**src/verilog/core_regs_pkg.sv**
```systemverilog
// shared constants for the core register set
package core_regs_pkg;

	// ========================================
	// register offsets (byte addresses)
	localparam logic [11:0] OFS_PC    = 12'h000;
	localparam logic [11:0] OFS_ACC   = 12'h004;
	localparam logic [11:0] OFS_TMP   = 12'h008;
	localparam logic [11:0] OFS_IDX   = 12'h00c;
	localparam logic [11:0] OFS_EXT   = 12'h010;
	localparam logic [11:0] OFS_STK   = 12'h014;
	localparam logic [11:0] OFS_PS    = 12'h018;
	localparam logic [11:0] OFS_OP    = 12'h01c;
	localparam logic [11:0] OFS_GPR   = 12'h020;
	localparam logic [11:0] OFS_PROBE = 12'h024;

	// ========================================
	// condition code byte field positions
	localparam int CC_H    = 7;
	localparam int CC_I    = 6;
	localparam int CC_IL_H = 5;
	localparam int CC_IL_L = 4;
	localparam int CC_N    = 3;
	localparam int CC_Z    = 2;
	localparam int CC_V    = 1;
	localparam int CC_C    = 0;

	// operation register fields
	localparam int OPF_WIDE  = 3;
	localparam int OPF_OP_H  = 2;

	// ========================================
	// reset values
	localparam logic [15:0] RST_WORD = 16'h0000;
	localparam logic [7:0]  RST_BANK = 8'h00;
	localparam logic [7:0]  RST_CCR  = 8'h30;

	// ========================================
	// memory map
	localparam logic [15:0] IO_END      = 16'h0080;
	localparam logic [15:0] GPR_BASE    = 16'h0100;
	localparam logic [15:0] PROG_BASE   = 16'h8000;
	localparam logic [15:0] VECTOR_BASE = 16'hffc0;

	typedef enum logic [1:0] {
		RGN_IO     = 2'b00,
		RGN_DATA   = 2'b01,
		RGN_PROG   = 2'b10,
		RGN_VECTOR = 2'b11
	} region_e;

	typedef enum logic [2:0] {
		OP_NONE = 3'b000,
		OP_ADD  = 3'b001,
		OP_SUB  = 3'b010,
		OP_SHL  = 3'b011,
		OP_SHR  = 3'b100,
		OP_STEP = 3'b101
	} alu_op_e;

endpackage

```
**src/verilog/flag_calc.sv**
```systemverilog
// result and condition flags for one accumulator operation
`timescale 1ns/1ps
module flag_calc
	import core_regs_pkg::*;
(
	input  wire logic [15:0] acc_i,    // accumulator
	input  wire logic [15:0] tmp_i,    // temporary accumulator
	input  wire logic [2:0]  op_i,     // operation code
	input  wire logic        wide_i,   // 16-bit operation
	output logic      [15:0] res_o,    // new accumulator value
	output logic             h_o,      // half carry
	output logic             n_o,      // negative
	output logic             z_o,      // zero
	output logic             v_o,      // overflow
	output logic             c_o       // carry / shift-out
);

	// ========================================
	// operands
	wire logic [15:0] opa  = wide_i ? acc_i : {8'h00, acc_i[7:0]};
	wire logic [15:0] opb  = wide_i ? tmp_i : {8'h00, tmp_i[7:0]};
	wire logic        is_sub = (op_i == OP_SUB);
	wire logic [16:0] sum  = is_sub ? ({1'b0, opa} - {1'b0, opb})
	                                : ({1'b0, opa} + {1'b0, opb});
	wire logic [15:0] shl  = {opa[14:0], 1'b0};
	wire logic [15:0] shr  = {1'b0, opa[15:1]};
	wire logic        sa   = wide_i ? opa[15] : opa[7];
	wire logic        sb   = wide_i ? opb[15] : opb[7];

	wire logic [15:0] raw  = (op_i == OP_SHL) ? shl :
	                         (op_i == OP_SHR) ? shr : sum[15:0];
	wire logic        sr   = wide_i ? raw[15] : raw[7];

	// upper byte of the accumulator survives byte operations
	assign res_o = wide_i ? raw : {acc_i[15:8], raw[7:0]};
	assign h_o   = opa[4] ^ opb[4] ^ sum[4];
	assign n_o   = sr;
	assign z_o   = wide_i ? (raw == 16'h0000) : (raw[7:0] == 8'h00);
	assign v_o   = is_sub ? ((sa != sb) && (sr != sa))
	                      : ((sa == sb) && (sr != sa));
	assign c_o   = (op_i == OP_SHL) ? sa :
	               (op_i == OP_SHR) ? opa[0] :
	               (wide_i ? sum[16] : sum[8]);

endmodule // flag_calc

```
**src/verilog/addr_map.sv**
```systemverilog
// register bank address forming and memory region decode
`timescale 1ns/1ps
module addr_map
	import core_regs_pkg::*;
#(
	parameter int NUM_BANKS = 32
)(
	input  wire logic [7:0]  bank_pointer_i,  // bank pointer
	input  wire logic [2:0]  gpr_num_i,       // register number
	input  wire logic [15:0] probe_i,         // address to classify
	output logic      [15:0] gpr_addr_o,      // physical register address
	output logic      [1:0]  region_o         // region code
);

	localparam int BW = $clog2(NUM_BANKS);
	// bank bits beyond the fitted memory are ignored, so a stray pointer wraps
	wire logic [4:0]  bank = 5'(bank_pointer_i[BW-1:0]);

	assign gpr_addr_o = GPR_BASE + {8'h00, bank, gpr_num_i};

	// one flat 64K space: io at the bottom, program with vectors on top
	assign region_o = (probe_i < IO_END)       ? RGN_IO :
	                  (probe_i < PROG_BASE)    ? RGN_DATA :
	                  (probe_i >= VECTOR_BASE) ? RGN_VECTOR : RGN_PROG;

endmodule // addr_map

```
**src/verilog/cpu_register_set_and_flags.sv**
```systemverilog
// dedicated core register set with condition flags, behind an apb slave
`timescale 1ns/1ps
module cpu_register_set_and_flags
	import core_regs_pkg::*;
#(
	parameter int NUM_BANKS = 32,
	parameter int ADDR_W    = 12
)(
	input  wire logic              mclk_i,         // core clock
	input  wire logic              rst_i,          // synchronous reset, high
	input  wire logic              psel_i,         // apb select
	input  wire logic              penable_i,      // apb enable
	input  wire logic              pwrite_i,       // apb write
	input  wire logic [ADDR_W-1:0] paddr_i,        // apb byte address
	input  wire logic [31:0]       pwdata_i,       // apb write data
	output logic      [31:0]       prdata_o,       // apb read data
	output logic                   pready_o,       // apb ready
	output logic                   pslverr_o,      // apb error
	input  wire logic              irq_req_i,      // interrupt request
	input  wire logic [1:0]        irq_level_i,    // request level
	output logic                   irq_take_o,     // request accepted
	output logic      [15:0]       program_counter_o, // next fetch address
	output logic      [15:0]       program_status_o,  // status word
	output logic      [15:0]       gpr_addr_o      // active register address
);

	// ========================================
	// bus decode
	logic        pready_q;
	logic [31:0] prdata_q;
	logic        pslverr_q;

	wire logic [11:0] a12 = 12'(paddr_i);
	wire logic sel_pc    = (a12 == OFS_PC);
	wire logic sel_acc   = (a12 == OFS_ACC);
	wire logic sel_tmp   = (a12 == OFS_TMP);
	wire logic sel_idx   = (a12 == OFS_IDX);
	wire logic sel_ext   = (a12 == OFS_EXT);
	wire logic sel_stk   = (a12 == OFS_STK);
	wire logic sel_ps    = (a12 == OFS_PS);
	wire logic sel_op    = (a12 == OFS_OP);
	wire logic sel_gpr   = (a12 == OFS_GPR);
	wire logic sel_probe = (a12 == OFS_PROBE);
	wire logic hit = sel_pc | sel_acc | sel_tmp | sel_idx | sel_ext | sel_stk
	               | sel_ps | sel_op | sel_gpr | sel_probe;

	// ready comes one cycle into the access phase; a write commits only there
	wire logic in_access = psel_i & penable_i;
	wire logic commit    = in_access & pready_q;
	wire logic wr        = commit & pwrite_i & hit;

	// ========================================
	// register storage
	logic [15:0] pc_q;
	logic [15:0] acc_q;
	logic [15:0] tmp_q;
	logic [15:0] idx_q;
	logic [15:0] ext_q;
	logic [15:0] stk_q;
	logic [7:0]  bank_q;
	logic [7:0]  ccr_q;
	logic [3:0]  lastop_q;
	logic [2:0]  gpr_num_q;
	logic [15:0] probe_q;
	logic        irq_take_q;
	logic [15:0] gpr_addr_q;

	// ========================================
	// operation launch
	wire logic [2:0]  op_code = pwdata_i[OPF_OP_H:0];
	wire logic        op_wide = pwdata_i[OPF_WIDE];
	wire logic        op_go   = wr & sel_op;
	wire logic        is_arith = (op_code == OP_ADD) | (op_code == OP_SUB);
	wire logic        is_shift = (op_code == OP_SHL) | (op_code == OP_SHR);
	wire logic        do_alu   = op_go & (is_arith | is_shift);
	wire logic        do_step  = op_go & (op_code == OP_STEP);

	logic [15:0] alu_res;
	logic        f_h;
	logic        f_n;
	logic        f_z;
	logic        f_v;
	logic        f_c;

	flag_calc u_flags (
		.acc_i  (acc_q),
		.tmp_i  (tmp_q),
		.op_i   (op_code),
		.wide_i (op_wide),
		.res_o  (alu_res),
		.h_o    (f_h),
		.n_o    (f_n),
		.z_o    (f_z),
		.v_o    (f_v),
		.c_o    (f_c)
	);

	logic [15:0] gpr_addr;
	logic [1:0]  region;

	addr_map #(
		.NUM_BANKS (NUM_BANKS)
	) u_map (
		.bank_pointer_i (bank_q),
		.gpr_num_i      (gpr_num_q),
		.probe_i        (probe_q),
		.gpr_addr_o     (gpr_addr),
		.region_o       (region)
	);

	// ========================================
	// next-state selection
	// shifts keep overflow and half carry; only add and subtract touch them
	wire logic [7:0] ccr_alu = {is_arith ? f_h : ccr_q[CC_H],
	                            ccr_q[CC_I], ccr_q[CC_IL_H:CC_IL_L],
	                            f_n, f_z,
	                            is_arith ? f_v : ccr_q[CC_V],
	                            f_c};
	wire logic [7:0]  ccr_d  = (wr & sel_ps) ? pwdata_i[7:0] :
	                           do_alu ? ccr_alu : ccr_q;
	wire logic [7:0]  bank_d = (wr & sel_ps) ? pwdata_i[15:8] : bank_q;
	wire logic [15:0] acc_d  = (wr & sel_acc) ? pwdata_i[15:0] :
	                           do_alu ? alu_res : acc_q;
	wire logic [15:0] pc_d   = (wr & sel_pc) ? pwdata_i[15:0] :
	                           do_step ? pc_q + 16'h0001 : pc_q;

	wire logic [31:0] rd_mux =
		sel_pc    ? {16'h0000, pc_q} :
		sel_acc   ? {16'h0000, acc_q} :
		sel_tmp   ? {16'h0000, tmp_q} :
		sel_idx   ? {16'h0000, idx_q} :
		sel_ext   ? {16'h0000, ext_q} :
		sel_stk   ? {16'h0000, stk_q} :
		sel_ps    ? {16'h0000, bank_q, ccr_q} :
		sel_op    ? {28'h0000000, lastop_q} :
		sel_gpr   ? {gpr_addr, 13'h0000, gpr_num_q} :
		sel_probe ? {14'h0000, region, probe_q} : 32'h00000000;

	// request level 00 is highest priority, so smaller wins
	// codes 00 and 01 share the top level, so 01 folds onto 00 before comparing
	wire logic [1:0] req_rank   = (irq_level_i == 2'h1) ? 2'h0 : irq_level_i;
	wire logic [1:0] allow_rank = (ccr_q[CC_IL_H:CC_IL_L] == 2'h1) ? 2'h0
	                            : ccr_q[CC_IL_H:CC_IL_L];
	wire logic take_d = irq_req_i & ccr_q[CC_I]
	                  & (req_rank < allow_rank);

	// ========================================
	// bus answer
	always_ff @(posedge mclk_i) begin
		if (rst_i) begin
			pready_q  <= 1'b0;
			prdata_q  <= 32'h00000000;
			pslverr_q <= 1'b0;
		end else begin
			pready_q  <= in_access & ~pready_q;
			prdata_q  <= (in_access & ~pready_q & ~pwrite_i) ? rd_mux : prdata_q;
			pslverr_q <= in_access & ~pready_q & ~hit;
		end
	end

	// ========================================
	// register updates
	always_ff @(posedge mclk_i) begin
		if (rst_i) begin
			pc_q  <= RST_WORD;
			acc_q <= RST_WORD;
			tmp_q <= RST_WORD;
		end else begin
			pc_q  <= pc_d;
			acc_q <= acc_d;
			tmp_q <= (wr & sel_tmp) ? pwdata_i[15:0] : tmp_q;
		end
	end

	always_ff @(posedge mclk_i) begin
		if (rst_i) begin
			idx_q <= RST_WORD;
			ext_q <= RST_WORD;
			stk_q <= RST_WORD;
		end else begin
			idx_q <= (wr & sel_idx) ? pwdata_i[15:0] : idx_q;
			ext_q <= (wr & sel_ext) ? pwdata_i[15:0] : ext_q;
			stk_q <= (wr & sel_stk) ? pwdata_i[15:0] : stk_q;
		end
	end

	always_ff @(posedge mclk_i) begin
		if (rst_i) begin
			bank_q   <= RST_BANK;
			ccr_q    <= RST_CCR;
			lastop_q <= 4'h0;
		end else begin
			bank_q   <= bank_d;
			ccr_q    <= ccr_d;
			lastop_q <= op_go ? pwdata_i[3:0] : lastop_q;
		end
	end

	always_ff @(posedge mclk_i) begin
		if (rst_i) begin
			gpr_num_q  <= 3'h0;
			probe_q    <= 16'h0000;
			irq_take_q <= 1'b0;
			gpr_addr_q <= GPR_BASE;
		end else begin
			gpr_num_q  <= (wr & sel_gpr) ? pwdata_i[2:0] : gpr_num_q;
			probe_q    <= (wr & sel_probe) ? pwdata_i[15:0] : probe_q;
			irq_take_q <= take_d;
			gpr_addr_q <= gpr_addr;
		end
	end

	// ========================================
	// outputs
	assign prdata_o          = prdata_q;
	assign pready_o          = pready_q;
	assign pslverr_o         = pslverr_q;
	assign irq_take_o        = irq_take_q;
	assign program_counter_o = pc_q;
	assign program_status_o  = {bank_q, ccr_q};
	assign gpr_addr_o        = gpr_addr_q;

	// ========================================
	// checks
	a_carry_byte_add: assert property (@(posedge mclk_i) disable iff (rst_i)
		(do_alu && op_code == OP_ADD && !op_wide) |=> ccr_q[CC_C] ==
		(({1'b0, $past(acc_q[7:0])} + {1'b0, $past(tmp_q[7:0])}) > 9'h0ff))
		else $error("carry wrong after byte add");

	a_half_carry_add: assert property (@(posedge mclk_i) disable iff (rst_i)
		(do_alu && op_code == OP_ADD && !op_wide) |=> ccr_q[CC_H] ==
		(({1'b0, $past(acc_q[3:0])} + {1'b0, $past(tmp_q[3:0])}) > 5'h0f))
		else $error("half carry wrong after add");

	a_shift_out_bit: assert property (@(posedge mclk_i) disable iff (rst_i)
		(do_alu && op_code == OP_SHR) |=> ccr_q[CC_C] == $past(acc_q[0]))
		else $error("shift-out bit not in carry");

	a_zero_flag_byte: assert property (@(posedge mclk_i) disable iff (rst_i)
		(do_alu && !op_wide) |=> ccr_q[CC_Z] == (acc_q[7:0] == 8'h00))
		else $error("zero flag disagrees with result");

	a_neg_flag_word: assert property (@(posedge mclk_i) disable iff (rst_i)
		(do_alu && op_wide) |=> ccr_q[CC_N] == acc_q[15])
		else $error("negative flag disagrees with msb");

	a_high_byte_kept: assert property (@(posedge mclk_i) disable iff (rst_i)
		(do_alu && !op_wide) |=> acc_q[15:8] == $past(acc_q[15:8]))
		else $error("byte op disturbed high byte");

	a_irq_gate: assert property (@(posedge mclk_i) disable iff (rst_i)
		!ccr_q[CC_I] |=> !irq_take_o)
		else $error("interrupt taken while disabled");

	a_irq_level: assert property (@(posedge mclk_i) disable iff (rst_i)
		(irq_req_i && ccr_q[CC_I]) |=>
		irq_take_o == ((($past(irq_level_i) == 2'h0) ? 2'h1 : $past(irq_level_i)) <
		(($past(ccr_q[CC_IL_H:CC_IL_L]) == 2'h0) ? 2'h1 : $past(ccr_q[CC_IL_H:CC_IL_L]))))
		else $error("interrupt level compare wrong");

	a_reset_ie_clear: assert property (@(posedge mclk_i)
		rst_i |=> !ccr_q[CC_I])
		else $error("interrupt enable not cleared by reset");

	a_step_counter: assert property (@(posedge mclk_i) disable iff (rst_i)
		do_step |=> pc_q == $past(pc_q) + 16'h0001)
		else $error("program counter did not advance");

	a_ready_spacing: assert property (@(posedge mclk_i) disable iff (rst_i)
		(in_access && !pready_q) |=> pready_q ##1 !pready_q)
		else $error("ready not a single cycle");

	a_borrow_byte_sub: assert property (@(posedge mclk_i) disable iff (rst_i)
		(do_alu && op_code == OP_SUB && !op_wide) |=> ccr_q[CC_C] ==
		($past(acc_q[7:0]) < $past(tmp_q[7:0])))
		else $error("borrow wrong after byte subtract");

	a_carry_word_add: assert property (@(posedge mclk_i) disable iff (rst_i)
		(do_alu && op_code == OP_ADD && op_wide) |=> ccr_q[CC_C] ==
		(({1'b0, $past(acc_q)} + {1'b0, $past(tmp_q)}) > 17'h0ffff))
		else $error("carry wrong after word add");

	a_overflow_byte_add: assert property (@(posedge mclk_i) disable iff (rst_i)
		(do_alu && op_code == OP_ADD && !op_wide) |=> ccr_q[CC_V] ==
		(($past(acc_q[7]) == $past(tmp_q[7])) && (acc_q[7] != $past(acc_q[7]))))
		else $error("overflow wrong after byte add");

	a_shift_left_out: assert property (@(posedge mclk_i) disable iff (rst_i)
		(do_alu && op_code == OP_SHL && !op_wide) |=> ccr_q[CC_C] == $past(acc_q[7]))
		else $error("left shift-out bit not in carry");

	a_shift_keeps_hv: assert property (@(posedge mclk_i) disable iff (rst_i)
		(do_alu && is_shift) |=>
		(ccr_q[CC_H] == $past(ccr_q[CC_H])) && (ccr_q[CC_V] == $past(ccr_q[CC_V])))
		else $error("shift disturbed half carry or overflow");

	a_neg_flag_byte: assert property (@(posedge mclk_i) disable iff (rst_i)
		(do_alu && !op_wide) |=> ccr_q[CC_N] == acc_q[7])
		else $error("negative flag disagrees with byte msb");

	a_zero_flag_word: assert property (@(posedge mclk_i) disable iff (rst_i)
		(do_alu && op_wide) |=> ccr_q[CC_Z] == (acc_q == 16'h0000))
		else $error("zero flag disagrees with word result");

	a_tmp_written: assert property (@(posedge mclk_i) disable iff (rst_i)
		(wr && sel_tmp) |=> tmp_q == $past(pwdata_i[15:0]))
		else $error("temporary accumulator write lost");

	a_stack_written: assert property (@(posedge mclk_i) disable iff (rst_i)
		(wr && sel_stk) |=> stk_q == $past(pwdata_i[15:0]))
		else $error("stack pointer write lost");

	a_status_split: assert property (@(posedge mclk_i) disable iff (rst_i)
		(wr && sel_ps) |=> program_status_o == $past(pwdata_i[15:0]))
		else $error("status word halves misplaced");

	a_gpr_in_data: assert property (@(posedge mclk_i) disable iff (rst_i)
		(gpr_addr_o >= IO_END) && (gpr_addr_o < PROG_BASE))
		else $error("register address outside data area");

	a_reg_number_low: assert property (@(posedge mclk_i) disable iff (rst_i)
		1'b1 |=> gpr_addr_o[2:0] == $past(gpr_num_q))
		else $error("register number not in low address bits");

	a_vector_top: assert property (@(posedge mclk_i) disable iff (rst_i)
		(probe_q >= VECTOR_BASE) |-> region == RGN_VECTOR)
		else $error("top addresses not in vector region");

endmodule // cpu_register_set_and_flags

```
**config.mk**
```make
export PLATFORM = sky130hd
export DESIGN_NAME = cpu_register_set_and_flags
export DESIGN_NICKNAME = d
export VERILOG_FILES = /design/src/verilog/core_regs_pkg.sv /design/src/verilog/flag_calc.sv /design/src/verilog/addr_map.sv /design/src/verilog/cpu_register_set_and_flags.sv
export SDC_FILE = /design/constraint.sdc
export NUM_CORES = 1
export LEC_CHECK = 0
export BUFFER_PORTS_ARGS = -buffer_cell sky130_fd_sc_hd__buf_2
export CORE_AREA = 2 2 165 167
export DETAILED_ROUTE_END_ITERATION = 6
export DIE_AREA = 0 0 167 169
export GPL_TIMING_DRIVEN = 0
export SYNTH_ARGS = -nofsm -noshare
export SYNTH_HDL_FRONTEND = slang
export SYNTH_HIERARCHICAL = 1
export SYNTH_SLANG_ARGS = --single-unit
```
**constraint.sdc**
```tcl
create_clock -name mclk_i -period 4.26 [get_ports mclk_i]
set_clock_uncertainty 0.15 [all_clocks]
set_input_delay 0.852 -clock mclk_i [delete_from_list [all_inputs] [get_ports mclk_i]]
set_output_delay 0.852 -clock mclk_i [all_outputs]
set_load 0.005 [all_outputs]
```
# After elaboration in Yosys (flattened, before gate mapping)
# Index checks and enable logic that the tools add are counted.
[classes]
eq_ne = 19
addsub = 4
muxes = 37
n_bitwise = 38
reduce_logical = 12
order_cmp = 4
[op_table]
columns = ["operator", "n"]
rows = [
  ["32-bit two-way mux", 9],
  ["16-bit two-way mux", 9],
  ["12-bit by 5-bit equality test with 1-bit output (second input constant)", 4],
  ["12-bit by 4-bit equality test with 1-bit output (second input constant)", 2],
  ["12-bit by 6-bit equality test with 1-bit output (second input constant)", 2],
  ["1-bit AND", 21],
  ["18-bit two-way mux", 1],
  ["16-bit by 16-bit adder with 17-bit output", 1],
  ["17-bit two-way mux", 1],
  ["16-bit by 16-bit subtractor with 17-bit output", 1],
  ["16-bit by 1-bit adder with 16-bit output (second input constant)", 1],
  ["16-bit >= comparator (second input constant)", 1],
  ["16-bit zero test", 1],
  ["16-bit less-than comparator (second input constant)", 1],
  ["16-bit by 8-bit less-than comparator with 1-bit output (second input constant)", 1],
  ["8-bit two-way mux", 2],
  ["12-bit by 3-bit equality test with 1-bit output (second input constant)", 1],
  ["12-bit zero test", 1],
  ["1-bit bitwise OR", 12],
  ["1-bit two-way mux", 11],
  ["9-bit by 8-bit adder with 10-bit output (first input constant)", 1],
  ["2-bit nonzero test", 5],
  ["8-bit zero test", 1],
  ["2-bit two-way mux", 4],
  ["other kinds (11)", 20],
]
[word_totals]
ff_bits = 186
wordCells = 133
in_bits = 52
out_inout_bits = 83

# Depth between registers and ports, before layout
# Gate-level depths: netlist (run 1).
[logic_depth]
ltp_word = 15
ltp_mapped = 19
mapped_depth_nobuf = 19

# Modules after synthesis
# Netlist (run 1), hierarchy kept.
[by_module_without_submodules]
columns = ["module", "cells_per_inst", "seq_area_each_um2", "instances", "area_per_inst_um2"]
rows = [
  ["cpu_register_set_and_flags", 1047, 3723.6, 1, 8808.4],
  ["flag_calc", 295, 0.0, 1, 1909.3],
  ["addr_map", 26, 0.0, 1, 172.7],
]

# Worst setup path after synthesis (run 1)
# No wires, ideal clock.
[synth_timing]
path_type = "in2reg"
from = "input port pwdata_i[0]"
to = "register ccr_q[1]"
setup_time_ns = 0.128
path_buffers = 2
required_time_ns = 3.982
path_stages = 17
slack_ns = -0.186
t_arrival_ns = 4.168
path_cell_list = "nor3b_1 clkbuf_1 nor2_1 xor2_1 ha_1 buf_2 a21oi_1 o21ai_1 a31oi_1 a21oi_1 mux2i_1 a2111oi_4 a2bb2oi_1 o211ai_1 mux2_2 mux2i_1 nor2_1"
[synth_via]
elab_chain_cells = 11
elab_cells_between_ends = 22
cone_classes = "eq/ne: 5; mux: 8; bitwise: 4; reduce/logical: 5"
[synth_lines]
columns = ["element", "line_no", "source"]
rows = [
  ["from (decl)", "cpu_register_set_and_flags.sv:15", "input wire logic [31:0] pwdata_i,"],
  ["3-bit by 2-bit equality test with 1-bit output", "flag_calc.sv:22", "wire logic is_sub = (op_i == OP_SUB);"],
  ["17-bit two-way mux", "flag_calc.sv:23", "wire logic [16:0] sum = is_sub ? ({1'b0, opa} - {1'b0, opb})"],
  ["16-bit two-way mux", "flag_calc.sv:31", "(op_i == OP_SHR) ? shr : sum[15:0];"],
  ["16-bit two-way mux", "flag_calc.sv:30", "wire logic [15:0] raw = (op_i == OP_SHL) ? shl :"],
  ["1-bit two-way mux", "flag_calc.sv:32", "wire logic sr = wide_i ? raw[15] : raw[7];"],
  ["1-bit != test", "flag_calc.sv:39, flag_calc.sv:40", ""],
  ["1-bit logical AND (on tied branches)", "flag_calc.sv:40, flag_calc.sv:39", ""],
  ["1-bit two-way mux (*)", "flag_calc.sv:39", "assign v_o = is_sub ? ((sa != sb) && (sr != sa))"],
  ["net f_v", "cpu_register_set_and_flags.sv:82", "logic f_v;"],
  ["1-bit two-way mux (*)", "cpu_register_set_and_flags.sv:117", "is_arith ? f_v : ccr_q[CC_V],"],
  ["8-bit two-way mux (*)", "cpu_register_set_and_flags.sv:120", "do_alu ? ccr_alu : ccr_q;"],
  ["8-bit two-way mux (*)", "cpu_register_set_and_flags.sv:119", "wire logic [7:0] ccr_d = (wr & sel_ps) ? pwdata_i[7:0] :"],
  ["to (signal assigned)", "cpu_register_set_and_flags.sv:194", "ccr_q <= ccr_d;"],
  ["to (decl)", "cpu_register_set_and_flags.sv:61", "logic [7:0] ccr_q;"],
]
# The timed path passes the listed nets; every way through them passes the cells marked *. The select of a mux whose other input is x is not followed.
# A chain may end at the register's enable or synchronous reset.

# Worst setup path after layout (run 1)
[layout_timing]
from = "register tmp_q[6]"
to = "register ccr_q[2]"
[layout_via]
elab_chain_cells = 9
elab_cells_between_ends = 11
cone_classes = "add/sub: 2; mux: 7; reduce/logical: 2"
[layout_lines]
columns = ["element", "line_no", "source"]
rows = [
  ["from (decl)", "cpu_register_set_and_flags.sv:56", "logic [15:0] tmp_q;"],
  ["from (signal assigned)", "cpu_register_set_and_flags.sv:171", "tmp_q <= (wr & sel_tmp) ? pwdata_i[15:0] : tmp_q;"],
  ["16-bit two-way mux (*)", "flag_calc.sv:21", "wire logic [15:0] opb = wide_i ? tmp_i : {8'h00, tmp_i[7:0]};"],
  ["16-bit by 16-bit adder with 17-bit output or 16-bit by 16-bit subtractor with 17-bit output (tied branches)", "flag_calc.sv:24, flag_calc.sv:23", ""],
  ["17-bit two-way mux (*)", "flag_calc.sv:23", ""],
  ["16-bit two-way mux (*)", "flag_calc.sv:31", ""],
  ["16-bit two-way mux (*)", "flag_calc.sv:30", ""],
  ["16-bit zero test or 8-bit zero test (tied branches)", "flag_calc.sv:38", "assign z_o = wide_i ? (raw == 16'h0000) : (raw[7:0] == 8'h00);"],
  ["1-bit two-way mux (*)", "flag_calc.sv:38", ""],
  ["net f_z", "cpu_register_set_and_flags.sv:81", "logic f_z;"],
  ["8-bit two-way mux (*)", "cpu_register_set_and_flags.sv:120", ""],
  ["8-bit two-way mux (*)", "cpu_register_set_and_flags.sv:119", ""],
]
# Marked as above.

==> results.md, run 1 <==
* Count of pins over their slew limit at 0
* Failing checks: negative setup slack
* Tightest slew margin relative to the limit at 26.9%
* Final number of hold-violating endpoints at 0
* Detail Placement HPWL at 31800 um
* GRT Residual Overflow at 0
* Iteration count of the initial detailed-routing pass at 7
* Buffer depth of the longest clock path at 2
* Post-detailed-route wirelength per cell at 22.8 um
* IO Count at 135
* Source-to-sink clock delay at the later pin of the worst-skew pair at 450 ps
* Vias at 11215
* Via/cell ratio at 6.04
* Setup crit end kind: flip-flop
* Via count of the first global-routing pass at 10417
* Synthesized area divided by synthesized cell count at 7.96 um^2
* Internal power summed over all cells at 2690 uW
* Drt first-iter violations at 1164
* Clk sinks at 186
* Register bit total from synthesis at 186
* Run status: finished, violations left
* Portion of total power attributed to sequential cells at 46.7%
* IR Drop Worst-Case VDD at 0.251 mV
* Syn Std Cell Area at 0.0109 mm^2
* Switching power at 1060 uW
* Hold Crit Class: flip-flop to flip-flop
* Clock Power Share at 44.8%
* Count of distinct cell types in the synthesized netlist at 85
* First-pass GRT wire length at 63500 um
* Switching share of power at 28.2%
* Register clock-pin slew on the reported worst setup and hold paths at 80 ps
* Die footprint at 0.0282 mm^2
* Yosys warns at 6
* Min cycle time layout at 4380 ps
* Post-detailed-routing wire length at 42300 um
* Residual antenna-violating net count after detailed routing at 0
* Critical path data required time at 4450 ps
* Data arrival time of the critical path at 4560 ps
* Number of placed instances, taps included at 1820
* Critical path class: flip-flop to flip-flop
* Non-Filler Instances at 1858
* Worst Setup Slack, final at -116 ps
* Portion of synthesized cell area occupied by the leading cell type at 34.2%
* Number of H-tree levels at 4
* Root cell of the clock tree: sky130_fd_sc_hd__clkbuf_16
* Highest achievable clock rate at 0.229 GHz
* Cell accounting for the most synthesized area: sky130_fd_sc_hd__dfxtp_1
* Leading post-synthesis cells by cell area: sky130_fd_sc_hd__dfxtp_1, sky130_fd_sc_hd__mux2i_1, sky130_fd_sc_hd__nand2_1, sky130_fd_sc_hd__nor2_1, sky130_fd_sc_hd__a21oi_1
* Number of cell rows at 60
* Most common flop cell mapped by yosys: sky130_fd_sc_hd__dfxtp_1
* Number of max-cap violations at 0
* Num CTS Buffers at 17
* Critical path fanouts, max at 8
* Final estimated routing congestion in global placement at 1.01
* Post-Syn Instances at 1368
* Most frequent standard cell in the layout excluding fill and tap cells: sky130_fd_sc_hd__dfxtp_1
* Leakage dissipation at 0.00471 uW
* Share of layout cells above drive strength 1 at 18.8%
* Dpl ws at -983 ps
* Horizontal extent of the die at 167 um
* CTS tree: yes
* Total power per unit cell area at 293 mW/mm^2
* Setup violators final at 3
* Core footprint at 0.0265 mm^2
* Number of antenna violations at the first check in global routing at 0
* Residual DRC at 0
* Worst setup SP type: flip-flop
* Overall track demand over capacity in global routing at 29.3%
* Tightest hold margin at 307 ps
* Height of the die at 169 um
* Sequential area share after synthesis at 34.2%
* Count of flip-flops with a built-in enable after synthesis at 0
* Worst-Margin Slew at 1090 ps
* Inserted Diodes at 0
* Area growth syn-to-layout at 17.6%
* Period Utilization, post-route at 103%
* Input/output buffers at 105
* Unrepaired setup endpoints after global routing: true
* Largest net degree at the start of global routing at 21
* Initial Utilization at 41.1%
* Power share of the combinational group at 8.5%
* Total Negative Setup Slacks at -198 ps
* Share of synthesized flip-flops with an asynchronous set or reset at 0%
* Most frequent cells in the layout: sky130_fd_sc_hd__dfxtp_1, sky130_fd_sc_hd__nand2_1, sky130_fd_sc_hd__nor2_1, sky130_fd_sc_hd__buf_2, sky130_fd_sc_hd__a21oi_1
* Utilization of the core after routing at 48.3%
* Final layout net count at 1576
## power by group through the flow
stage / Sequential (uW) / Combinational (uW) / Clock [uW]
after floorplan: 1800 / 169 / 0
after global routing: 1750 / 337 / 1750
after detailed placement: 1790 / 296 / 0
final: 1750 / 318 / 1680
after CTS: 1750 / 304 / 1690
after global placement: 1790 / 295 / 0
## area by class of cell
cell class	count	area [um^2]
Tap cell	341	427
Inverter	30	113
Clock inverter	15	199
Timing Repair Buffer	114	599
Multi-Input combinational cell	1030	6680
Sequential cell	186	3730
Clock buffer	17	425
Buffer	125	637
Fill cell	2637	13700
## stage by stage
step                      cell area [um^2]  power, uW
final                                12800       3750
after global routing                 12800       3840
after CTS                            12700       3740
after detailed placement             11900       2090
after global placement               11900       2090
after floorplan                      10900       1960
## critical path, stage by stage, from the launching register on
cell,delay [ps]
sky130_fd_sc_hd__dfxtp_4,350
sky130_fd_sc_hd__or4_4,530
sky130_fd_sc_hd__or4_4,450
sky130_fd_sc_hd__nor3b_4,260
sky130_fd_sc_hd__nor2_2,80
sky130_fd_sc_hd__xor2_2,250
sky130_fd_sc_hd__ha_4,270
sky130_fd_sc_hd__and3_4,210
sky130_fd_sc_hd__and2_1,150
sky130_fd_sc_hd__o211ai_1,120
sky130_fd_sc_hd__mux2i_1,260
sky130_fd_sc_hd__a311oi_2,90
sky130_fd_sc_hd__a211oi_1,360
sky130_fd_sc_hd__a41oi_2,200
sky130_fd_sc_hd__nor3_2,190
sky130_fd_sc_hd__mux2i_1,110
sky130_fd_sc_hd__a211oi_1,230
## kinds of logic after synthesis
| group | after synthesis | share of synthesized area (%) |
|---|---|---|
| xor gates and xnor gates | 23 | 1.85 |
| and+or+nand+nor | 513 | 23.7 |
| AOI/OAI and AO/OA | 384 | 23.3 |
| muxes | 82 | 7.61 |
| buffers and inverters | 158 | 6.96 |
| DFF | 186 | 34.2 |
| other | 2 | 0.0690 |
| adders and majority gates | 20 | 2.37 |
## layer usage
layer,wire (um),GRT usage [%],up-vias
met5,0,0,-
met4,1040,8.06,0
met3,3290,5.05,62
met2,19500,47.7,500
met1,18400,40.0,5454
li1,-,-,5199
## path summary, 6_finish.rpt
| check | start | end | slack (ps) | depth (start not counted) |
|---|---|---|---|---|
| worst max-delay path | tmp_q[6] | ccr_q[2] | -120 | 16 |
| worst min-delay path | ext_q[2] | ext_q[2] | 310 | 2 |
| worst max register to register | tmp_q[6] | ccr_q[2] | -120 | 16 |
| worst min register to register | ext_q[2] | ext_q[2] | 310 | 2 |
## sequential cells by signal, summed over array words and instances (netlist names)
signal,cells
prdata_o,32
acc_q,16
ext_q,16
gpr_addr_o,16
idx_q,16
probe_q,16
program_counter_o,16
stk_q,16
tmp_q,16
bank_q,8
ccr_q,8
lastop_q,4
gpr_num_q,3
irq_take_o,1
pready_o,1
pslverr_o,1
## synth_stat cells (14+ instances only)
cell,n
sky130_fd_sc_hd__mux2i_1,76
sky130_fd_sc_hd__ha_1,19
sky130_fd_sc_hd__nand2_1,174
sky130_fd_sc_hd__clkbuf_1,69
sky130_fd_sc_hd__nand3_1,19
sky130_fd_sc_hd__buf_2,29
sky130_fd_sc_hd__a21oi_1,110
sky130_fd_sc_hd__nor3_1,27
sky130_fd_sc_hd__nor2_1,148
sky130_fd_sc_hd__nor4_1,15
sky130_fd_sc_hd__xnor2_1,14
sky130_fd_sc_hd__o21ai_0,67
sky130_fd_sc_hd__dfxtp_1,186
sky130_fd_sc_hd__o211ai_1,14
sky130_fd_sc_hd__buf_4,22
sky130_fd_sc_hd__a211oi_1,28
sky130_fd_sc_hd__a22oi_1,34
sky130_fd_sc_hd__inv_1,29
sky130_fd_sc_hd__nor2b_1,24
## what timing repair did
| action | CTS | global route |
|---|---|---|
| resized for setup | 43 | 13 |
| endpoints found under the hold margin | 0 | 0 |
| hold buffers | 0 | 0 |
| buffers inserted | 7 | 2 |
| pin swaps | 19 | 6 |
| setup endpoints to repair | 9 | 7 |
Power figures use the tool's default switching activity.
==> run 2, diff against run 1 <==
Settings changed: SETUP_SLACK_MARGIN from default to 0.4.
Clock period 4.26 ns to 4.4 ns, I/O delays scaled along.
==> results.md, run 2 (synthesized netlist as in run 1, its figures left out) <==
* Run status: finished, violations left
* Failing checks: negative setup slack
* Min cycle time layout at 4440 ps (+62.2 ps)
* Chain of cells forming the critical path: or4_4 -> or4_4 -> nor3b_4 -> a21oi_1 -> a31o_2 -> ha_4 -> and3_4 -> o2111ai_4 -> a21oi_4 -> mux2i_4 -> a2111oi_4 -> buf_4 -> nand3_2 -> o211ai_1 -> mux2_4 -> mux2i_1 -> nor2_1
* Die footprint at 0.0282 mm^2 (unchanged)
* Critical path data required time at 4580 ps (+130 ps)
* Post-detailed-route wirelength per cell at 23.1 um (+1.6%)
* Core footprint at 0.0265 mm^2 (unchanged)
* Input/output buffers at 105 (unchanged)
* Most frequent cells in the layout: sky130_fd_sc_hd__dfxtp_1, sky130_fd_sc_hd__nand2_1, sky130_fd_sc_hd__nor2_1, sky130_fd_sc_hd__buf_2, sky130_fd_sc_hd__a21oi_1
* Most numerous cell on the critical path: sky130_fd_sc_hd__or4_4
* Number of antenna violations at the first check in global routing at 1 (+1)
* Leakage dissipation at 0.00475 uW (+0.77%)
* Drt first-iter violations at 1144 (-1.7%)
* Root cell of the clock tree: sky130_fd_sc_hd__clkbuf_16
* Dpl ws at -825 ps (+158 ps)
* Worst Setup Slack, final at -38.4 ps (+77.8 ps)
* Highest achievable clock rate at 0.225 GHz (-1.4%)
* Source-to-sink clock delay at the later pin of the worst-skew pair at 450 ps (about the same)
* CTS hold repair buffers at 0 (unchanged)
* Residual antenna-violating net count after detailed routing at 0 (unchanged)
* Final layout net count at 1582 (+0.38%)
* Number of H-tree levels at 4 (unchanged)
* Hold Crit Class: flip-flop to flip-flop
* Number of cells on the worst reg-to-reg path at 17 (+1)
* Period Utilization, post-route at 101% (-1.9 points)
* Detail Placement HPWL at 32100 um (+1.2%)
* Setup violators final at 2 (-1)
* Data arrival time of the critical path at 4610 ps (+50 ps)
* Final Power at 3590 uW (-4.4%)
* Via count of the first global-routing pass at 10510 (+0.89%)
* Share of layout cells above drive strength 1 at 19.4% (+0.65 points)
* Count of cells along the worst hold path at 2 (unchanged)
* Critical path fanouts, max at 8 (unchanged)
* CTS tree: yes
* Total power per unit cell area at 278 mW/mm^2 (-5.1%)
* Horizontal extent of the die at 167 um (unchanged)
* Max reg flops at 32 (unchanged)
* Number of placed instances, taps included at 1820 (unchanged)
* Non-Filler Cell Area, Final at 0.0129 mm^2 (+0.75%)
* Register clock-pin slew on the reported worst setup and hold paths at 80 ps (about the same)
* Post-detailed-routing wire length at 43100 um (+2.0%)
* Number of max-cap violations at 0 (unchanged)
* Critical path class: flip-flop to flip-flop
* First-pass GRT wire length at 64100 um (+0.96%)
* # fillers at 2645 (+0.30%)
* Tightest hold margin at 308 ps (+0.699 ps)
* Initial Utilization at 41.1% (unchanged)
* IR Drop Worst-Case VDD at 0.199 mV (-21%)
* Via/cell ratio at 6.08 (+0.65%)
* Top Family by Delay on Critical Path: simple AND/OR/NAND/NOR gates
* Vias at 11330 (+1.0%)
* Worst-Margin Slew at 1200 ps (+111 ps)
* Height of the die at 169 um (unchanged)
* Buffer depth of the longest clock path at 2 (unchanged)
* Non-Filler Instances at 1865 (+0.38%)
* Unrepaired setup endpoints after global routing: true
* Tightest slew margin relative to the limit at 19.4% (-7.4 points)
* Area growth syn-to-layout at 18.5%
* Highest-delay cell along the critical path: sky130_fd_sc_hd__or4_4
* Largest net degree at the start of global routing at 21 (unchanged)
* GRT Residual Overflow at 0 (unchanged)
* Iteration count of the initial detailed-routing pass at 6 (-1)
* Placement Cell Area at 0.0119 mm^2 (+0.38%)
* Num CTS Buffers at 17 (unchanged)
* Residual DRC at 0 (unchanged)
* Worst path buffer plus inverter count at 1 (+1)
* Most frequent standard cell in the layout excluding fill and tap cells: sky130_fd_sc_hd__dfxtp_1
* Number of cell rows at 60 (unchanged)
* Clk sinks at 186 (unchanged)
* Final estimated routing congestion in global placement at 0.992 (-1.8%)
* IO Count at 135 (unchanged)
* Worst setup SP type: flip-flop
* Setup crit end kind: flip-flop
* Delay of the slowest cell on the worst path at 530 ps (about the same)
* Final number of hold-violating endpoints at 0 (unchanged)
* Number of cells on the critical path at 17 (+1)
* Count of pins over their slew limit at 0 (unchanged)
* Overall track demand over capacity in global routing at 29.7% (+0.44 points)
==> run 2: cell types whose count changed in the layout (fill, tap and decap cells not counted), moves of 2 or more <==
| cell | previous run | this run |
|---|---|---|
| sky130_fd_sc_hd__a31oi_2 | 2 | 0 |
| sky130_fd_sc_hd__a31oi_4 | 0 | 2 |
| sky130_fd_sc_hd__buf_6 | 7 | 10 |
| sky130_fd_sc_hd__clkinv_8 | 5 | 2 |
| sky130_fd_sc_hd__inv_8 | 4 | 6 |
| sky130_fd_sc_hd__nand2_1 | 174 | 172 |
| sky130_fd_sc_hd__o21ai_0 | 66 | 63 |
| sky130_fd_sc_hd__o21ai_1 | 3 | 5 |
| sky130_fd_sc_hd__o21ai_4 | 0 | 2 |
==> run 2: report_power, final <==
group	total [uW]	switching (uW)	internal, uW
sequential	1700	5.66	1690
combinational	311	221	89.8
clock	1580	810	769
==> run 2: timing repair <==
item                                    in CTS  in global routing
gates resized for setup                     51                 16
setup buffers                                9                  3
pin swaps                                   20                 15
endpoints found under the setup margin      10                 11
==> run 2: worst min-delay path, stage by stage, from the launching register on <==
cell and delay [ps]:
sky130_fd_sc_hd__dfxtp_1 310, sky130_fd_sc_hd__nand2_1 50, sky130_fd_sc_hd__a21oi_1 50
==> run 2: final timing paths <==
kind               from  slack, ps         end
max            tmp_q[6]        -40    ccr_q[1]
min          probe_q[3]        310  probe_q[3]
max reg2reg    tmp_q[6]        -40    ccr_q[1]
min reg2reg  probe_q[3]        310  probe_q[3]
==> run 2: layout make-up <==
class / count / area, um^2 / share of cell area [%]
buffer: 128 / 671 / 5.20
clock inverter: 15 / 166 / 1.29
sequential: 186 / 3730 / 28.9
multi-input combinational: 1030 / 6740 / 52.2
inverter: 30 / 113 / 0.872
tap: 341 / 427 / 3.31
clock buffer: 17 / 425 / 3.30
antenna: 1 / 2.50 / 0.0194
timing repair buffer: 117 / 631 / 4.89
==> run 2: per-stage QoR <==
stage / setup TNS [ps] / util, %
3_5_place_dp: -3560 / 45.0
5_1_grt: -548 / 48.7
3_3_place_gp: -3580 / 45.0
2_1_floorplan: 0 / -
6_report: -46.1 / 48.7
4_1_cts: -24.7 / 48.3
==> run 2: metal layers <==
metal | part of all wire (%) | GRT usage [%]
met1 | 43 | 39.9
met2 | 45 | 47.5
met3 | 9.0 | 6.76
met4 | 2.7 | 9.60
met5 | 0 | 0
==> run 3, diff against run 2 <==
Settings changed: PLACE_DENSITY_LB_ADDON from default to 0.3.
==> results.md, run 3 (synthesized netlist as in run 1, its figures left out) <==
* Run status: finished, violations left
* Failing checks: negative setup slack
* CP startpoint: tmp_q[6]
* Final estimated routing congestion in global placement at 1.05 (+5.9%)
* Share of layout cells above drive strength 1 at 19.8% (+0.37 points)
* Residual DRC at 0 (unchanged)
* Setup violators final at 2 (unchanged)
* Worst setup SP type: flip-flop
* Setup crit end kind: flip-flop
* Leakage dissipation at 0.00476 uW (+0.27%)
* First-pass GRT wire length at 63600 um (-0.86%)
* Largest net degree at the start of global routing at 18 (-14%)
* IO Count at 135 (unchanged)
* Source-to-sink clock delay at the later pin of the worst-skew pair at 440 ps (about the same)
* Min cycle time layout at 4510 ps (+68.1 ps)
* Area taken by flip-flops and latches at 0.00373 mm^2 (unchanged)
* Most frequent standard cell in the layout excluding fill and tap cells: sky130_fd_sc_hd__dfxtp_1
* Max reg flops at 32 (unchanged)
* Non-Filler Cell Area, Final at 0.0129 mm^2 (+0.26%)
* Number of antenna violations at the first check in global routing at 0 (-1)
* Die footprint at 0.0282 mm^2 (unchanged)
* Final number of hold-violating endpoints at 0 (unchanged)
* Switching share of power at 27.0% (-1.9 points)
* # fillers at 2623 (-0.83%)
* Inserted Diodes at 0 (-1)
* Horizontal extent of the die at 167 um (unchanged)
* Unrepaired setup endpoints after global routing: true
* Internal power summed over all cells at 2610 uW (+2.3%)
* Period Utilization, post-route at 102% (+1.5 points)
* Clk sinks at 186 (unchanged)
* Utilization of the core after routing at 48.8% (+0.13 points)
* Area growth syn-to-layout at 18.8%
* Num CTS Buffers at 17 (unchanged)
* Critical path class: flip-flop to flip-flop
* Portion of total power attributed to sequential cells at 47.5% (+0.2 points)
* Hold Crit Class: flip-flop to flip-flop
* Most frequent cells in the layout: sky130_fd_sc_hd__dfxtp_1, sky130_fd_sc_hd__nand2_1, sky130_fd_sc_hd__nor2_1, sky130_fd_sc_hd__buf_2, sky130_fd_sc_hd__a21oi_1
* Drt first-iter violations at 1378 (+20%)
* CTS hold repair buffers at 0 (unchanged)
* End of the worst register-to-register path: ccr_q[2]
* Total power per unit cell area at 276 mW/mm^2 (-0.62%)
* Highest-delay cell along the critical path: sky130_fd_sc_hd__or4_4
* Overall track demand over capacity in global routing at 29.3% (-0.40 points)
* Highest achievable clock rate at 0.222 GHz (-1.5%)
* Via count of the first global-routing pass at 10686 (+1.7%)
* Post-detailed-route wirelength per cell at 22.8 um (-1.3%)
* IR Drop Worst-Case VDD at 0.244 mV (+23%)
* Detail Placement HPWL at 31500 um (-1.9%)
* GRT Residual Overflow at 0 (unchanged)
* Worst Setup Slack, final at -107 ps (-68.1 ps)
* Chain of cells forming the critical path: or4_4 -> or4_4 -> nor3b_4 -> nor2_2 -> xor2_2 -> ha_1 -> buf_8 -> and3_4 -> and2_1 -> o211ai_1 -> mux2i_1 -> a311oi_1 -> a211oi_2 -> a41oi_2 -> nor3_2 -> mux2i_1 -> a211oi_1
* Count of pins over their slew limit at 0 (unchanged)
* Critical path destination: ccr_q[2]
* Number of H-tree levels at 4 (unchanged)
* Worst-Margin Slew at 1150 ps (-50.5 ps)
* Total Negative Setup Slacks at -172 ps (-126 ps)
* Number of cell rows at 60 (unchanged)
* Placement Cell Area at 0.0119 mm^2 (unchanged)
* Tightest hold margin at 306 ps (-1.94 ps)
* Post-detailed-routing wire length at 42600 um (-1.2%)
* Core footprint at 0.0265 mm^2 (unchanged)
* Input/output buffers at 105 (unchanged)
* Critical path fanouts, max at 7 (-1)
* Power share of the combinational group at 8.6% (about the same)
* Switching power at 966 uW (-6.8%)
* Final layout net count at 1585 (+0.19%)
* Setup slack of the most critical reg-to-reg path at -110 ps (-70 ps)
* Initial Utilization at 41.1% (unchanged)
* Tightest slew margin relative to the limit at 23.3% (+3.8 points)
* Residual antenna-violating net count after detailed routing at 0 (unchanged)
* Height of the die at 169 um (unchanged)
* Number of cells on the worst reg-to-reg path at 17 (unchanged)
* CTS tree: yes
* Critical path data required time at 4530 ps (-50 ps)
* Critical register-to-register path startpoint: tmp_q[6]
* Root cell of the clock tree: sky130_fd_sc_hd__clkbuf_16
* Data arrival time of the critical path at 4630 ps (+20 ps)
* Buffer depth of the longest clock path at 2 (unchanged)
* Clock Power Share at 43.9% (about the same)
* Final Power at 3570 uW (-0.36%)
* Vias at 11392 (+0.55%)
* Area occupied by multi-input gates at 0.00676 mm^2 (+0.32%)
* Delay of the slowest cell on the worst path at 530 ps (about the same)
* Via/cell ratio at 6.11 (+0.49%)
* Number of max-cap violations at 0 (unchanged)
* Iteration count of the initial detailed-routing pass at 7 (+1)
* Register clock-pin slew on the reported worst setup and hold paths at 70 ps (about the same)
run 3: power by group through the flow:
stage	registers [uW]	logic, uW	clock network (uW)
after floorplan	1740	166	0
final	1700	309	1570
after CTS	1700	294	1570
after global placement	1740	287	0
after global routing	1700	325	1640
after detailed placement	1740	287	0
run 3: how the worst min path moves through the flow:
| stage | from | end | slack (ps) | cells past startpoint |
|---|---|---|---|---|
| 6_report | stk_q[10] | stk_q[10] | 310 | 2 |
| 5_1_grt | ext_q[6] | ext_q[6] | 320 | 2 |
| 4_1_cts | ext_q[6] | ext_q[6] | 310 | 2 |
| 3_5_place_dp | stk_q[10] | stk_q[10] | 300 | 2 |
| 3_3_place_gp | ext_q[5] | ext_q[5] | 290 | 2 |
| 2_1_floorplan | probe_q[4] | probe_q[4] | 280 | 2 |
run 3: cell type report:
cell class / count / share of cell area, %
repair buffers: 120 / 5.01
clock buffers: 19 / 3.50
clock inverters: 12 / 1.05
inverters: 30 / 0.870
plain buffers: 128 / 5.18
multi-input cells: 1030 / 52.2
well taps: 341 / 3.30
flip-flops and latches: 186 / 28.8
run 3: what timing repair did:
item,CTS,global route
gates resized for setup,48,24
setup buffers,11,4
cloned,0,0
pin swaps,26,18
endpoints found under the setup margin,10,10
run 3: worst max-delay path: cells and delay by family (launching register included):
kind                     cells  cell delay (ps)
AO/OA/AOI/OAI                5             1160
XOR/XNOR                     1              160
adder cells (fa/ha/maj)      1              330
buffers and inverters        1              120
flip-flops                   1              350
multiplexers                 2              320
AND/OR/NAND/NOR              7             1760
run 3: metrics by stage:
step | instances | worst slack [ps]
2_1_floorplan | 1374 | 252
3_3_place_gp | 1820 | -773
3_5_place_dp | 1820 | -784
4_1_cts | 1862 | 6.09
5_1_grt | 1866 | -210
6_report | 1866 | -107
run 3: per-layer routing:
layer	part of all wire (%)	track usage [%]	wire length [um]	vias to the layer above
met5	0	0	0	-
met4	3.3	10.8	1400	0
met3	8.6	4.68	3680	99
met2	45	46.7	19200	607
met1	43	40.1	18300	5474
li1	-	-	-	5212
